[config.mk]
export PLATFORM = sky130hd
export DESIGN_NAME = ipc_ctrl
export DESIGN_NICKNAME = d
export VERILOG_FILES = /design/src/verilog/ipc_pkg.sv /design/src/verilog/ipc_arbiter.sv /design/src/verilog/ipc_ctrl.sv
export SDC_FILE = /design/constraint.sdc
export NUM_CORES = 1
export LEC_CHECK = 0
export BUFFER_PORTS_ARGS = -buffer_cell sky130_fd_sc_hd__clkbuf_2
export CAP_MARGIN = 20
export CORE_ASPECT_RATIO = 0.5
export CORE_UTILIZATION = 58
export CTS_BUF_LIST = sky130_fd_sc_hd__clkbuf_8 sky130_fd_sc_hd__clkbuf_16
export DETAILED_ROUTE_END_ITERATION = 8
export MAX_ROUTING_LAYER = met4
export PLACE_DENSITY = 0.87
export SETUP_SLACK_MARGIN = 0.2
export SLEW_MARGIN = 5
export SYNTH_ARGS = -nofsm -noshare
export SYNTH_HDL_FRONTEND = slang
export SYNTH_SLANG_ARGS = --single-unit
[constraint.sdc]
create_clock -name CORE_CLK -period 28.3 [get_ports CORE_CLK]
set_input_delay 4.245 -clock CORE_CLK [delete_from_list [all_inputs] [get_ports CORE_CLK]]
set_output_delay 4.245 -clock CORE_CLK [all_outputs]
set_load 0.01 [all_outputs]
[src/verilog/ipc_pkg.sv]
// -----------------------------------------------------------------------------
// Shared constants and types of the interrupt priority controller.
// -----------------------------------------------------------------------------
package ipc_pkg;

   // Number of user sources and the vector of source zero.
   localparam int          NSRC       = 16;
   localparam int          NPRIO_REG  = 4;
   localparam logic [7:0]  VEC_BASE   = 8'h08;
   localparam logic [23:0] RESET_ADDR = 24'h000000;

   // Register byte offsets on the Wishbone bus.
   localparam logic [7:0] ADR_CTRL1   = 8'h00;
   localparam logic [7:0] ADR_CTRL2   = 8'h04;
   localparam logic [7:0] ADR_CTRL3   = 8'h08;
   localparam logic [7:0] ADR_CTRL4   = 8'h0C;
   localparam logic [7:0] ADR_FLAG    = 8'h10;
   localparam logic [7:0] ADR_ENABLE  = 8'h14;
   localparam logic [7:0] ADR_PRIO0   = 8'h18;
   localparam logic [7:0] ADR_PEND    = 8'h28;
   localparam logic [7:0] ADR_STATUS  = 8'h2C;
   localparam logic [7:0] ADR_CORE    = 8'h30;
   localparam logic [7:0] ADR_EV_STAT = 8'h34;
   localparam logic [7:0] ADR_EV_CLR  = 8'h38;
   localparam logic [7:0] ADR_EV_EN   = 8'h3C;
   localparam logic [7:0] ADR_STEP    = 8'h04;

   // Field positions.
   localparam int NESTING_DISABLE_BIT = 15;
   localparam int GIE_BIT    = 15;
   localparam int EXT_POL    = 0;
   localparam int IPL_LSB    = 5;
   localparam int CPU_LEVEL_MSB_BIT   = 3;
   localparam int VEC_LSB    = 0;
   localparam int ILR_LSB    = 8;
   localparam int PRIO_W     = 3;
   localparam int PRIO_STEP  = 4;

   // Writable masks; bits outside read as zero.
   localparam logic [15:0] CTRL1_MASK = 16'hFFFE;
   localparam logic [15:0] CTRL2_MASK = 16'h8001;
   localparam logic [15:0] CTRL3_MASK = 16'h0007;
   localparam logic [15:0] CTRL4_MASK = 16'h0003;
   localparam logic [15:0] PRIO_MASK  = 16'h7777;
   localparam logic [15:0] RST_WORD   = 16'h0000;

   // Block interrupt events.
   localparam int EV_TRAP = 0;
   localparam int EV_REQ  = 1;
   localparam int EV_TAKE = 2;
   localparam int NEV     = 3;

   // Start-up sequencer states.
   typedef enum logic [1:0] {
      BOOT_HOLD  = 2'b00,
      BOOT_START = 2'b01,
      BOOT_RUN   = 2'b10
   } ipc_boot_e;

   // Vector offered to the CPU core.
   typedef struct packed {
      logic       req;
      logic [3:0] level;
      logic [7:0] vector;
   } ipc_vec_s;

   // Trap event pulses from the core and the system.
   typedef struct packed {
      logic [6:0] core;
      logic       deadman;
      logic       dma;
      logic       do_stack;
      logic       dbl_err;
   } ipc_trap_s;

endpackage

[src/verilog/ipc_arbiter.sv]
`timescale 1ns/1ps
// -----------------------------------------------------------------------------
// Highest-priority selector over the pending sources.
// -----------------------------------------------------------------------------
module ipc_arbiter (
   // Candidate sources and their priority fields
   input  wire logic [ipc_pkg::NSRC-1:0]                 hit,
   input  wire logic [ipc_pkg::NSRC*ipc_pkg::PRIO_W-1:0] prio_flat,
   // Current CPU level
   input  wire logic [3:0]                               level,
   // Winner
   output logic                                          valid,
   output logic [3:0]                                    idx,
   output logic [2:0]                                    prio
);

   // Walk downward so that an equal priority at a lower position replaces
   // the earlier choice, which gives natural order the tie.
   always_comb begin
      logic [2:0] p;
      p     = 3'h0;
      valid = 1'b0;
      idx   = 4'h0;
      prio  = 3'h0;
      for (int i = ipc_pkg::NSRC - 1; i >= 0; i--) begin
         p = prio_flat[i*ipc_pkg::PRIO_W +: ipc_pkg::PRIO_W];
         if (hit[i] && ({1'b0, p} > level) && (!valid || p >= prio)) begin
            valid = 1'b1;
            idx   = 4'(i);
            prio  = p;
         end
      end
   end

endmodule // ipc_arbiter

[src/verilog/ipc_ctrl.sv]
// The placing of the registers and the Wishbone slave port are this design's own decisions.
`timescale 1ns/1ps
// -----------------------------------------------------------------------------
// Interrupt priority controller with Wishbone register access.
// -----------------------------------------------------------------------------

module ipc_ctrl (
   // Clock and reset
   input  wire logic                    CORE_CLK,
   input  wire logic                    ARST_N,
   // Wishbone slave
   input  wire logic                    WB_CYC_I,
   input  wire logic                    WB_STB_I,
   input  wire logic                    WB_WE_I,
   input  wire logic [7:0]              WB_ADR_I,
   input  wire logic [3:0]              WB_SEL_I,
   input  wire logic [31:0]             WB_DAT_I,
   output logic      [31:0]             WB_DAT_O,
   output logic                         WB_ACK_O,
   // Request sources
   input  wire logic [ipc_pkg::NSRC-1:1] SRC_REQ,
   input  wire logic                    EXTERNAL_REQUEST_ZERO,
   input  wire ipc_pkg::ipc_trap_s      TRAP_EVT,
   // CPU core side
   output ipc_pkg::ipc_vec_s            IRQ_VEC,
   input  wire logic                    IRQ_TAKE,
   input  wire logic                    TRAP_TAKE,
   input  wire logic [3:0]              TRAP_LEVEL,
   input  wire logic                    RET_VALID,
   input  wire logic [3:0]              RET_LEVEL,
   // Start-up fetch
   output logic      [23:0]             FETCH_ADDR,
   output logic                         FETCH_START,
   // Block interrupt
   output logic                         INT_O
);

   // Merge a written half-word into an old value under the byte selects.
   function automatic logic [15:0] merge16(input logic [15:0] old_v,
                                           input logic [15:0] new_v,
                                           input logic [1:0]  sel);
      merge16 = {sel[1] ? new_v[15:8] : old_v[15:8],
                 sel[0] ? new_v[7:0]  : old_v[7:0]};
   endfunction

   // --------------------------------------------------------------------------
   // Bus decode
   // --------------------------------------------------------------------------

   logic                        ack_r;
   logic [31:0]                 dat_r;
   logic [15:0]                 c1_r, c2_r, c3_r, c4_r;
   logic [15:0]                 flag_r, en_r, pend_r;
   logic [15:0]                 pr_r [ipc_pkg::NPRIO_REG];
   logic [2:0]                  ipl_r;
   logic                        msb_r;
   logic                        req_r;
   logic                        ext_q_r;
   logic [ipc_pkg::NEV-1:0]     ev_st_r, ev_en_r;
   ipc_pkg::ipc_boot_e          boot_r;

   wire        req_cyc = WB_CYC_I && WB_STB_I && !ack_r;
   wire        wr      = req_cyc && WB_WE_I;
   wire [15:0] wdat    = WB_DAT_I[15:0];
   wire [1:0]  wsel    = WB_SEL_I[1:0];

   // A write only lands once, in the cycle before the ack.
   wire wr_c1    = wr && (WB_ADR_I == ipc_pkg::ADR_CTRL1);
   wire wr_c2    = wr && (WB_ADR_I == ipc_pkg::ADR_CTRL2);
   wire wr_c3    = wr && (WB_ADR_I == ipc_pkg::ADR_CTRL3);
   wire wr_c4    = wr && (WB_ADR_I == ipc_pkg::ADR_CTRL4);
   wire wr_flag  = wr && (WB_ADR_I == ipc_pkg::ADR_FLAG);
   wire wr_en    = wr && (WB_ADR_I == ipc_pkg::ADR_ENABLE);
   wire wr_sr    = wr && (WB_ADR_I == ipc_pkg::ADR_STATUS);
   wire wr_evclr = wr && (WB_ADR_I == ipc_pkg::ADR_EV_CLR);
   wire wr_even  = wr && (WB_ADR_I == ipc_pkg::ADR_EV_EN);

   // --------------------------------------------------------------------------
   // Global control registers
   // --------------------------------------------------------------------------

   wire nesting_disable = c1_r[ipc_pkg::NESTING_DISABLE_BIT];
   wire global_irq_enable    = c2_r[ipc_pkg::GIE_BIT];

   // Hardware set terms are ORed after the write so a set in the same
   // cycle as a clearing write is never lost.
   wire [15:0] c1_set = {8'h00, TRAP_EVT.core, 1'b0};
   wire [15:0] c3_set = {13'h0000, TRAP_EVT.do_stack, TRAP_EVT.dma,
                         TRAP_EVT.deadman};
   wire [15:0] c4_set = {15'h0000, TRAP_EVT.dbl_err};

   wire [15:0] c1_nxt = ((wr_c1 ? merge16(c1_r, wdat, wsel) : c1_r) | c1_set)
                        & ipc_pkg::CTRL1_MASK;
   wire [15:0] c2_nxt = (wr_c2 ? merge16(c2_r, wdat, wsel) : c2_r)
                        & ipc_pkg::CTRL2_MASK;
   wire [15:0] c3_nxt = ((wr_c3 ? merge16(c3_r, wdat, wsel) : c3_r) | c3_set)
                        & ipc_pkg::CTRL3_MASK;
   wire [15:0] c4_nxt = ((wr_c4 ? merge16(c4_r, wdat, wsel) : c4_r) | c4_set)
                        & ipc_pkg::CTRL4_MASK;

   // Control registers all clear on reset.
   always_ff @(posedge CORE_CLK or negedge ARST_N) begin
      if (!ARST_N) begin
         c1_r <= ipc_pkg::RST_WORD;
         c2_r <= ipc_pkg::RST_WORD;
         c3_r <= ipc_pkg::RST_WORD;
         c4_r <= ipc_pkg::RST_WORD;
      end else begin
         c1_r <= c1_nxt;
         c2_r <= c2_nxt;
         c3_r <= c3_nxt;
         c4_r <= c4_nxt;
      end
   end

   // --------------------------------------------------------------------------
   // Source flags, enables and priorities
   // --------------------------------------------------------------------------

   // External request zero is edge detected; the polarity bit picks falling.
   wire ext_edge = c2_r[ipc_pkg::EXT_POL] ? (ext_q_r && !EXTERNAL_REQUEST_ZERO)
                                          : (!ext_q_r && EXTERNAL_REQUEST_ZERO);

   // Natural order: source zero is the external request at flag bit zero.
   wire [15:0] src_set  = {SRC_REQ, ext_edge};
   wire [15:0] flag_nxt = (wr_flag ? merge16(flag_r, wdat, wsel) : flag_r)
                          | src_set;
   wire [15:0] en_nxt   = wr_en ? merge16(en_r, wdat, wsel) : en_r;

   // Flags and enables.
   always_ff @(posedge CORE_CLK or negedge ARST_N) begin
      if (!ARST_N) begin
         flag_r  <= ipc_pkg::RST_WORD;
         en_r    <= ipc_pkg::RST_WORD;
         ext_q_r <= 1'b0;
      end else begin
         flag_r  <= flag_nxt;
         en_r    <= en_nxt;
         ext_q_r <= EXTERNAL_REQUEST_ZERO;
      end
   end

   logic [ipc_pkg::NSRC*ipc_pkg::PRIO_W-1:0] prio_flat;

   // Four priority registers, four three-bit fields each.
   for (genvar r = 0; r < ipc_pkg::NPRIO_REG; r++) begin : g_prio
      wire [7:0] adr_r = ipc_pkg::ADR_PRIO0 + 8'(r * ipc_pkg::ADR_STEP);
      wire       wr_pr = wr && (WB_ADR_I == adr_r);

      always_ff @(posedge CORE_CLK or negedge ARST_N) begin
         if (!ARST_N) begin
            pr_r[r] <= ipc_pkg::RST_WORD;
         end else if (wr_pr) begin
            pr_r[r] <= merge16(pr_r[r], wdat, wsel) & ipc_pkg::PRIO_MASK;
         end
      end

      for (genvar f = 0; f < ipc_pkg::NPRIO_REG; f++) begin : g_fld
         assign prio_flat[(r*ipc_pkg::NPRIO_REG+f)*ipc_pkg::PRIO_W +: ipc_pkg::PRIO_W] =
            pr_r[r][f*ipc_pkg::PRIO_STEP +: ipc_pkg::PRIO_W];
      end
   end

   // --------------------------------------------------------------------------
   // Selection and pending vector
   // --------------------------------------------------------------------------

   logic       arb_valid;
   logic [3:0] arb_idx;
   logic [2:0] arb_prio;

   // Only enabled flags compete, and none at all while the top level bit
   // is set or the global enable is off.
   wire        block = msb_r || !global_irq_enable;
   wire [15:0] hit   = (flag_r & en_r) & {16{!block}};
   wire [3:0]  level = {msb_r, ipl_r};

   ipc_arbiter u_arb (
      .hit       (hit),
      .prio_flat (prio_flat),
      .level     (level),
      .valid     (arb_valid),
      .idx       (arb_idx),
      .prio      (arb_prio)
   );

   wire [7:0]  vec_num  = ipc_pkg::VEC_BASE + {4'h0, arb_idx};
   wire [15:0] pend_nxt = arb_valid ? {4'h0, 1'b0, arb_prio, vec_num} : pend_r;

   // The last winner stays latched until a new one appears.
   always_ff @(posedge CORE_CLK or negedge ARST_N) begin
      if (!ARST_N) begin
         pend_r <= ipc_pkg::RST_WORD;
         req_r  <= 1'b0;
      end else begin
         pend_r <= pend_nxt;
         req_r  <= arb_valid;
      end
   end

   assign IRQ_VEC = '{req:    req_r,
                      level:  pend_r[ipc_pkg::ILR_LSB +: 4],
                      vector: pend_r[ipc_pkg::VEC_LSB +: 8]};

   // --------------------------------------------------------------------------
   // CPU priority level
   // --------------------------------------------------------------------------

   // Traps win over vectors, vectors over returns, and all over software.
   wire       take   = IRQ_TAKE && req_r;
   wire       sw_ipl = wr_sr && wsel[0] && !nesting_disable;
   wire [3:0] lvl_nxt = TRAP_TAKE ? TRAP_LEVEL :
                        take      ? pend_r[ipc_pkg::ILR_LSB +: 4] :
                        RET_VALID ? RET_LEVEL :
                        sw_ipl    ? {msb_r, wdat[ipc_pkg::IPL_LSB +: 3]} :
                                    level;

   // Level register; the top bit has no software write path.
   always_ff @(posedge CORE_CLK or negedge ARST_N) begin
      if (!ARST_N) begin
         ipl_r <= 3'h0;
         msb_r <= 1'b0;
      end else begin
         ipl_r <= lvl_nxt[2:0];
         msb_r <= lvl_nxt[3];
      end
   end

   // --------------------------------------------------------------------------
   // Block interrupt status
   // --------------------------------------------------------------------------

   wire [ipc_pkg::NEV-1:0] ev;
   assign ev[ipc_pkg::EV_TRAP] = |c1_set || |c3_set || |c4_set;
   assign ev[ipc_pkg::EV_REQ]  = |src_set;
   assign ev[ipc_pkg::EV_TAKE] = take;

   wire [ipc_pkg::NEV-1:0] ev_clr = wr_evclr ? WB_DAT_I[ipc_pkg::NEV-1:0] : '0;

   // Set wins over a clear arriving in the same cycle.
   always_ff @(posedge CORE_CLK or negedge ARST_N) begin
      if (!ARST_N) begin
         ev_st_r <= '0;
         ev_en_r <= '0;
      end else begin
         ev_st_r <= (ev_st_r & ~ev_clr) | ev;
         ev_en_r <= wr_even ? WB_DAT_I[ipc_pkg::NEV-1:0] : ev_en_r;
      end
   end

   assign INT_O = |(ev_st_r & ev_en_r);

   // --------------------------------------------------------------------------
   // Read mux and acknowledge
   // --------------------------------------------------------------------------

   wire [15:0] sr_word   = {8'h00, ipl_r, 5'h00};
   wire [15:0] core_word = {12'h000, msb_r, 3'h0};
   wire [15:0] pr_word   = pr_r[WB_ADR_I[3:2] - 2'(ipc_pkg::ADR_PRIO0 >> 2)];
   wire        is_pr     = (WB_ADR_I >= ipc_pkg::ADR_PRIO0) &&
                           (WB_ADR_I < ipc_pkg::ADR_PEND) && (WB_ADR_I[1:0] == 2'b00);

   // Unmapped and write-only addresses read as zero.
   wire [15:0] rd_word =
      (WB_ADR_I == ipc_pkg::ADR_CTRL1)   ? c1_r      :
      (WB_ADR_I == ipc_pkg::ADR_CTRL2)   ? c2_r      :
      (WB_ADR_I == ipc_pkg::ADR_CTRL3)   ? c3_r      :
      (WB_ADR_I == ipc_pkg::ADR_CTRL4)   ? c4_r      :
      (WB_ADR_I == ipc_pkg::ADR_FLAG)    ? flag_r    :
      (WB_ADR_I == ipc_pkg::ADR_ENABLE)  ? en_r      :
      is_pr                              ? pr_word   :
      (WB_ADR_I == ipc_pkg::ADR_PEND)    ? pend_r    :
      (WB_ADR_I == ipc_pkg::ADR_STATUS)  ? sr_word   :
      (WB_ADR_I == ipc_pkg::ADR_CORE)    ? core_word :
      (WB_ADR_I == ipc_pkg::ADR_EV_STAT) ? {13'h0000, ev_st_r} :
      (WB_ADR_I == ipc_pkg::ADR_EV_EN)   ? {13'h0000, ev_en_r} :
                                           16'h0000;

   // One wait state: ack and data rise together one edge after the request.
   always_ff @(posedge CORE_CLK or negedge ARST_N) begin
      if (!ARST_N) begin
         ack_r <= 1'b0;
         dat_r <= 32'h0000_0000;
      end else begin
         ack_r <= req_cyc;
         dat_r <= {16'h0000, rd_word};
      end
   end

   assign WB_ACK_O = ack_r;
   assign WB_DAT_O = dat_r;

   // --------------------------------------------------------------------------
   // Start-up fetch
   // --------------------------------------------------------------------------

   // Runs from reset alone, so start-up never waits on the vector path.
   always_ff @(posedge CORE_CLK or negedge ARST_N) begin
      if (!ARST_N) begin
         boot_r <= ipc_pkg::BOOT_HOLD;
      end else begin
         case (boot_r)
            ipc_pkg::BOOT_HOLD:  boot_r <= ipc_pkg::BOOT_START;
            ipc_pkg::BOOT_START: boot_r <= ipc_pkg::BOOT_RUN;
            ipc_pkg::BOOT_RUN:   boot_r <= ipc_pkg::BOOT_RUN;
            default:             boot_r <= ipc_pkg::BOOT_HOLD;
         endcase
      end
   end

   assign FETCH_START = (boot_r == ipc_pkg::BOOT_START);
   assign FETCH_ADDR  = ipc_pkg::RESET_ADDR;
endmodule // ipc_ctrl

==> results_dict.tcl, run 1 <==
set metrics [dict create \
    antenna_left 0 \
    synth_compound_area_frac 0.191 \
    yosysWarnings 0 \
    wl_per_cell_um 23.2 \
    die_x_um 189 \
    worst_pin_slew_ns 0.923 \
    yosys.area.top_type "dfrtp_1" \
    fp.dieH_um 95.7 \
    wirelength_um 31800 \
    ys.flop_type "dfrtp_1" \
    insertion_delay_ns 0.43 \
    syn_area_per_cell_sq_um 9.80 \
    antenna_found_initial 1 \
    arrival_ns 24.60 \
    skew_ns 0.00906 \
    power_switching_mw 0.132 \
    drive_above_1_share 0.227 \
    ir_drop_uv 45.3 \
    max-cap-violations 0 \
    endpoint_kind "flop" \
    tns_ns 0 \
    drtIter0Drc 1220 \
    drv_slew 0 \
    cp_max_fo 16 \
    synthAdderAreaFrac 0.111 \
    power_frac_seq 0.433 \
    grt_pass1_vias 8837 \
    cts_resized 0 \
    leakage_nw 5.36 \
    yosys.area_share.simple 0.168 \
    min_period_over_period 0.858 \
    cts_buffers 17 \
    cpMostUsedCell "ha_1" \
    regToRegSetupSlack_ns 4.01 \
    synth_edf_count 0 \
    synth_xor_area_frac 0 \
    cts_max_path_buffers 2 \
    cts_tree "built" \
    synthesis.area_sq_um 10200 \
    clockRootBuffer "clkbuf_16" \
    hold_violations 0 \
    wl_met1_um 12600 \
    portBuffers 96 \
    netlist.area_leader.share 0.346 \
    syn-instance-count 1039 \
    rsz0062_at_grt "no" \
    p_per_area_nw_per_um2 42.0 \
    fill_cells 1207 \
    power_mw 0.474 \
    clkSlewWorstSetupHoldPaths_ns 0.07 \
    finalWeightedCongestion 0.935 \
    max_freq_ghz 0.0412 \
    slowest_delay_ns 0.64 \
    hpwl_um 23200 \
    final_common_cell "dfrtp_1" \
    final_cell_mix "dfrtp_1, nand2_1, clkbuf_2, ha_1, mux2_2" \
    start_util 0.608 \
    fin_crit_ns 24.29 \
    grt_overflow_total 0 \
    wl_met2_um 13800 \
    first_pass_iters 8 \
    synth.area.mux_share 0.119 \
    ys_types 84 \
    grt_pass1_wl_um 48800 \
    cts_hold_buffers 0 \
    h-tree-depth 4 \
    worstSetupPathType "reg -> reg" \
    ys_seq_area_frac 0.346 \
    nNetsFinal 1307 \
    setup_viol 0 \
    sw_frac_of_total 0.277 \
    postPlaceCellArea_sq_um 10700 \
    crit_path_start_kind "flop" \
    synth_top_cells_by_area "dfrtp_1, ha_1, mux2_2" \
    hp-class "reg -> reg" \
    dieArea_sq_um 18100 \
    floorplan.rows 33 \
    ys_ff_latch 141 \
    ioPinCount 159 \
    top_layer "met4" \
    internal_power_mw 0.343 \
    fin_area_sq_um 11300 \
    cts.sinks 141 \
    drc 0 \
    vias 9273 \
    slew_headroom 0.384 \
    area_growth_pct 10.9 \
    routed-wl-met3_um 4080 \
    clock_power_share 0.471 \
    core_sq_um 16800 \
    power_frac_comb 0.096 \
    grt_max_degree 75 \
    viasPerCell 6.76 \
    postCtsSetupBuffers 0 \
    ys_async_sr_fraction 1.00 \
    track_usage 0.370 \
    synth_top_family_by_area "compound AO/OA/AOI/OAI gates" \
    slowest_stage "o31ai_1" \
    crit_required_ns 28.61 \
    outcome "finished, final reports clean" \
]
## registers in the layout (all words and copies together), names as in the netlist
signal,flops
pend_r,8
c3_r,3
c1_r,15
en_r,16
pr_r,48
ev_en_r,3
ev_st_r,3
ipl_r,3
WB_DAT_O,16
c4_r,2
WB_ACK_O,1
ext_q_r,1
msb_r,1
c2_r,2
flag_r,16
req_r,1
boot_r,2
## power groups by stage
stage | combinational (mW) | sequential, mW | clock (mW)
4_1_cts | 0.0445 | 0.205 | 0.223
6_report | 0.0455 | 0.205 | 0.223
5_1_grt | 0.0496 | 0.205 | 0.232
2_1_floorplan | 0.0274 | 0.209 | 0
3_5_place_dp | 0.0436 | 0.209 | 0
3_3_place_gp | 0.0409 | 0.209 | 0
## area by class of cell
cell class / count / area [sq um] / area share
inverter: 53 / 199 / 0.0176
sequential: 141 / 3530 / 0.312
tap: 227 / 284 / 0.0251
timing repair buffer: 104 / 547 / 0.0484
multi-input combinational: 814 / 6160 / 0.545
clock inverter: 15 / 154 / 0.0136
antenna: 1 / 2.50 / 0.000221
clock buffer: 17 / 425 / 0.0376
## worst paths after layout
kind | start | end | cells past startpoint
worst max-delay path | ipl_r[2] | pend_r[10] | 104
worst min-delay path | WB_ACK_O | WB_ACK_O | 1
worst max register to register | ipl_r[2] | pend_r[10] | 104
worst min register to register | WB_ACK_O | WB_ACK_O | 1
max in group asynchronous | ARST_N | c1_r[14] | 2
min in group asynchronous | ARST_N | pr_r[9] | 1
## cells in the mapped netlist (17+ instances only)
| cell type | instances |
|---|---|
| a21o_1 | 18 |
| a21oi_1 | 50 |
| a22oi_1 | 21 |
| and2_1 | 18 |
| and3_1 | 17 |
| buf_4 | 45 |
| clkbuf_1 | 21 |
| dfrtp_1 | 141 |
| ha_1 | 89 |
| inv_1 | 52 |
| mux2_2 | 78 |
| nand2_1 | 103 |
| nand2b_1 | 17 |
| nand3_1 | 34 |
| nand3b_1 | 19 |
| nor2_1 | 63 |
| nor2b_1 | 19 |
| o21ai_0 | 22 |
## critical path: cells and delay by family (launching register included)
family	cells	cell delay (ns)
AO/OA/AOI/OAI	46	12.19
AND/OR/NAND/NOR	35	5.73
adder cells (fa/ha/maj)	18	4.97
buffers and inverters	5	0.83
flip-flops	1	0.39
## metrics by stage
stage	hold WS, ns	setup WS (ns)	utilization	std cells
after floorplan	0.443	7.22	-	1082
after detailed placement	0.456	4.44	0.639	1339
final	0.471	4.01	0.674	1372
after global placement	0.451	4.89	0.639	1339
after global routing	0.494	2.17	0.674	1372
after CTS	0.465	4.33	0.674	1371
## routing by layer
| layer | up-vias | GRT usage |
|---|---|---|
| met5 | - | - |
| met4 | 0 | 0.174 |
| met3 | 125 | 0.0900 |
| met2 | 695 | 0.551 |
| met1 | 4470 | 0.479 |
| li1 | 3983 | - |
## kinds of logic (layout without fill, tap and decap cells)
| family | count (synthesis) | in the layout |
|---|---|---|
| adder cells (fa/ha/maj) | 91 | 91 |
| AND/OR/NAND/NOR | 339 | 339 |
| multiplexers | 96 | 96 |
| flip-flops | 141 | 141 |
| AO/OA/AOI/OAI | 244 | 244 |
| other | 1 | 45 |
| buffers and inverters | 127 | 189 |
(Power assumes the default switching activity.)
==> run 2, diff against run 1 <==
- CORE_UTILIZATION: 58 -> 60
- PLACE_DENSITY: 0.87 -> 0.9
- clock period: 28.3 -> 30.9 ns (I/O delays scaled with it)
==> run 2 against run 1 <==
Fmax is 0.87% lower. Critical path depth is 2 higher. Total power is 3.5% lower. Sequential power is 8% lower. Non-clock buffer count stayed put. Register-to-register slack better by 2.4 ns. Highest routed layer unchanged.
==> results_dict.tcl, run 2 (synthesis results as in run 1) <==
set metrics [dict create \
    drv_slew 0 \
    grt_overflow_total 0 \
    endpoint_kind "flop" \
    worst_pin_slew_ns 0.972 \
    outcome "finished, final reports clean" \
    cpMostUsedCell "ha_1" \
    sw_frac_of_total 0.237 \
    ir_drop_uv 47.7 \
    antenna_found_initial 3 \
    power_switching_mw 0.109 \
    cts_buffers 17 \
    drive_above_1_share 0.227 \
    crit_path_start_kind "flop" \
    ioPinCount 159 \
    setup_viol 0 \
    max_freq_ghz 0.0408 \
    antenna_left 0 \
    final_cells 1373 \
    insertion_delay_ns 0.42 \
    track_usage 0.387 \
    clock_power_share 0.499 \
    slowest_stage "o31ai_1" \
    h-tree-depth 4 \
    hp-class "reg -> reg" \
    core_sq_um 16500 \
    cts_resized 0 \
    dp.cells 1339 \
    worstRegToRegCells 106 \
    final_cell_mix "dfrtp_1, nand2_1, clkbuf_2, ha_1, mux2_2" \
    grt_pass1_wl_um 48600 \
    largest-register "pr_r" \
    min_path_cells 1 \
    hpwl_um 23300 \
    worstSetupPathType "reg -> reg" \
    rsz0062_at_grt "no" \
    arrival_ns 24.81 \
    cts_tree "built" \
    slew_headroom 0.350 \
    postCtsSetupBuffers 0 \
    fp.dieH_um 94.1 \
    crit_required_ns 31.21 \
    wirelength_um 31900 \
    tns_ns 0 \
    start_util 0.618 \
    max-cap-violations 0 \
    cp_max_fo 16 \
    viasPerCell 6.82 \
    floorplan.rows 33 \
    min_period_over_period 0.793 \
    leakage_nw 5.40 \
    area_growth_pct 11.7 \
    drc 0 \
    slowest_delay_ns 0.64 \
    hold_violations 0 \
    finalWeightedCongestion 0.962 \
    wl_per_cell_um 23.2 \
    cts_hold_buffers 0 \
    grt_pass1_vias 8779 \
    first_pass_iters 5 \
    final_common_cell "dfrtp_1" \
    cts.sinks 141 \
    p_per_area_nw_per_um2 40.2 \
    fin_crit_ns 24.50 \
    largest_reg_flops 48 \
    vias 9367 \
    internal_power_mw 0.349 \
    drtIter0Drc 1184 \
    dieArea_sq_um 17500 \
    skew_ns 0.00814 \
    power_frac_comb 0.090 \
    clockRootBuffer "clkbuf_16" \
    clkSlewWorstSetupHoldPaths_ns 0.06 \
    nNetsFinal 1307 \
    power_frac_seq 0.411 \
    portBuffers 96 \
    grt_max_degree 88 \
    cts_max_path_buffers 2 \
    die_x_um 186 \
]
## run 2: cell types whose count changed in the layout (fill, tap and decap cells not counted), sizes merged
cell      previous run  this run
diode                1         3
bufinv               1         5
inv                 61        53
clkinvlp             3         2
clkbuf             112       115
clkinv               3         4
## run 2: power groups by stage
stage	Clock (mW)	Sequential, mW	Combinational [mW]
global route	0.237	0.188	0.0454
CTS	0.228	0.188	0.0402
floorplan	0	0.191	0.0251
global placement	0	0.191	0.0373
finish	0.228	0.188	0.0412
detailed placement	0	0.191	0.0396
## run 2: metal layers
metal	global-route usage	share of wire	vias to the layer above	wire (um)
met5	-	0	-	0
met4	0.174	0.041	0	1320
met3	0.124	0.13	141	4160
met2	0.564	0.44	708	13900
met1	0.491	0.39	4532	12500
li1	-	-	3986	-
## run 2: layout make-up
class | instances | area [sq um]
multi-input cells | 814 | 6160
fillers | 1136 | 5090
flip-flops and latches | 141 | 3530
repair buffers | 104 | 547
clock buffers | 20 | 467
well taps | 227 | 284
inverters | 53 | 199
clock inverters | 11 | 189
diodes | 3 | 7.51
## run 2: final timing paths
| check | start | end | slack (ns) |
|---|---|---|---|
| setup / recovery | ipl_r[2] | pend_r[10] | 6.40 |
| hold / removal | WB_ACK_O | WB_ACK_O | 0.47 |
| setup reg to reg | ipl_r[2] | pend_r[10] | 6.40 |
| hold reg to reg | WB_ACK_O | WB_ACK_O | 0.47 |
| max in group asynchronous | ARST_N | c1_r[12] | 25.36 |
| min in group asynchronous | ARST_N | pr_r[9] | 4.29 |
## run 2: metrics by stage
stage	cell area (sq um)	util	hold WS, ns	setup WS, ns	total power [mW]
2_1_floorplan	10300	-	0.443	9.82	0.216
3_3_place_gp	10700	0.651	0.453	7.53	0.229
3_5_place_dp	10700	0.651	0.455	7.06	0.231
4_1_cts	11400	0.690	0.463	6.92	0.456
5_1_grt	11400	0.691	0.489	4.78	0.471
6_report	11400	0.691	0.473	6.40	0.458
## run 2: worst max-delay path: cells and delay by family, from the launching register on
kind                       cells  cell delay [ns]
buffers and inverters          4             0.75
and+or+nand+nor               35             6.12
adders and majority gates     18             4.71
DFF                            1             0.39
AOI/OAI and AO/OA             49            12.40
==> run 3, diff against run 2 <==
- CORE_UTILIZATION: 60 -> 53
- PLACE_DENSITY: 0.9 -> 0.84
- clock period: 30.9 -> 22.5 ns (I/O delays scaled with it)
==> run 3 against run 2 <==
Design area increased by 5.1%. Sequential power increased by 38%. Total power increased by 32%. Clock skew increased by 0.0032 ns. Critical endpoint unchanged. Highest routed layer unchanged.
==> results_dict.tcl, run 3 (synthesis results as in run 1) <==
set metrics [dict create \
    min_path_cells 1 \
    dieArea_sq_um 19800 \
    cts_buffers 17 \
    cts_hold_buffers 0 \
    cpMostUsedCell "ha_1" \
    cp_max_fo 8 \
    cts_tree "built" \
    fp.dieH_um 100 \
    grt_pass1_wl_um 48700 \
    drv_slew 0 \
    max_freq_ghz 0.0466 \
    fin_area_sq_um 12000 \
    power_frac_seq 0.427 \
    worstRegToRegCells 109 \
    area_growth_pct 17.4 \
    insertion_delay_ns 0.43 \
    hold_violations 0 \
    setup_viol 0 \
    antenna_found_initial 0 \
    whs_endpoint "WB_ACK_O" \
    worstSetupPathType "reg -> reg" \
    slowest_delay_ns 0.41 \
    crit_path_start_kind "flop" \
    outcome "finished, final reports clean" \
    track_usage 0.336 \
    largest_reg_flops 48 \
    arrival_ns 21.77 \
    fill_cells 1386 \
    hpwl_um 23400 \
    drive_above_1_share 0.296 \
    drtIter0Drc 971 \
    p_per_area_nw_per_um2 50.7 \
    sw_frac_of_total 0.267 \
    wirelength_um 32700 \
    floorplan.rows 35 \
    postPlaceCellArea_sq_um 10800 \
    h-tree-depth 4 \
    clockRootBuffer "clkbuf_16" \
    seqCellArea_sq_um 3530 \
    wl_per_cell_um 22.8 \
    largest-register "pr_r" \
    diodes 0 \
    die_x_um 198 \
    cts_max_path_buffers 2 \
    first_pass_iters 7 \
    power_frac_comb 0.097 \
    r2r_start "ipl_r[1]" \
    final_common_cell "dfrtp_1" \
    clkSlewWorstSetupHoldPaths_ns 0.06 \
    dp_slack_ns -0.108 \
    slowest_stage "dfrtp_1" \
    grt_overflow_total 0 \
    regToRegEndpoint "pend_r[10]" \
    multiInputGateArea_sq_um 6550 \
    nNetsFinal 1335 \
    max-cap-violations 0 \
    whs_ns 0.473 \
    hp-start "WB_ACK_O" \
    core_sq_um 18600 \
    viasPerCell 6.51 \
    ir_drop_uv 53.6 \
    hp-class "reg -> reg" \
    antenna_left 0 \
    cts.sinks 141 \
    final_util 0.643 \
    final_cell_mix "dfrtp_1, nand2_1, clkbuf_2, ha_1, mux2_2" \
    grt_max_degree 75 \
    layout_setup_ws_ns 1.04 \
    worstSetupStartpoint "ipl_r[1]" \
    ioPinCount 159 \
    min_period_over_period 0.954 \
    drc 0 \
    power_switching_mw 0.162 \
    leakage_nw 5.57 \
    tns_ns 0 \
    skew_ns 0.0113 \
    start_util 0.547 \
    finalWeightedCongestion 0.981 \
    endpoint_kind "flop" \
    regToRegSetupSlack_ns 1.04 \
    vias 9311 \
    grt_pass1_vias 8682 \
    fin_crit_ns 21.46 \
    slew_headroom 0.330 \
    internal_power_mw 0.444 \
    worst_pin_slew_ns 0.998 \
    crit_required_ns 22.81 \
    portBuffers 96 \
    clock_power_share 0.476 \
]
[run 3: cell count changes in the layout (fill, tap and decap cells not counted), moves of 5 or more]
cell	delta
o21ai_0	-6
a21oi_1	-6
a21oi_2	+5
ha_1	-5
buf_4	+28
o31ai_1	-5
[run 3: repair_timing]
item	in CTS	in global routing
gates cloned	0	0
endpoints found under the setup margin	7	8
resized for setup	6	80
pin swaps	1	25
setup buffers	1	24
[run 3: layout make-up]
class / instances / area share
inverter: 53 / 0.0166
sequential: 141 / 0.295
multi-input combinational: 814 / 0.548
clock inverter: 14 / 0.0134
clock buffer: 18 / 0.0367
timing repair buffer: 132 / 0.0633
tap: 259 / 0.0271
[run 3: worst max path at each step]
stage | to | depth (start not counted) | slack (ns)
after detailed placement | pend_r[10] | 107 | -0.11
final | pend_r[10] | 109 | 1.04
after floorplan | pend_r[10] | 109 | 1.42
after global placement | pend_r[10] | 107 | 0.40
after global routing | pend_r[10] | 109 | -0.008
after CTS | pend_r[10] | 106 | 0.23
[run 3: power by group through the flow]
stage	clock (mW)	combinational, mW	sequential, mW
6_report	0.288	0.0590	0.259
3_5_place_dp	0	0.0549	0.263
4_1_cts	0.287	0.0554	0.258
2_1_floorplan	0	0.0344	0.263
5_1_grt	0.297	0.0643	0.259
3_3_place_gp	0	0.0517	0.263
[run 3: routing by layer]
layer  vias up  global-route usage  routed length (um)
met5         -                   -                   0
met4         0               0.110                1100
met3       115              0.0722                3910
met2       640               0.511               14600
met1      4530               0.450               13000
li1       4026                   -                   -
[run 3: stage by stage]
stage	cells	power, mW
detailed placement	1374	0.318
global placement	1374	0.314
floorplan	1082	0.297
finish	1431	0.606
global route	1431	0.620
CTS	1407	0.601
[run 3: critical path, delay by kind of cell, from the launching register on]
family | cells | cell delay [ns]
adders and majority gates | 17 | 4.39
and+or+nand+nor | 38 | 5.86
AOI/OAI and AO/OA | 49 | 10.05
DFF | 1 | 0.41
buffers and inverters | 5 | 0.69
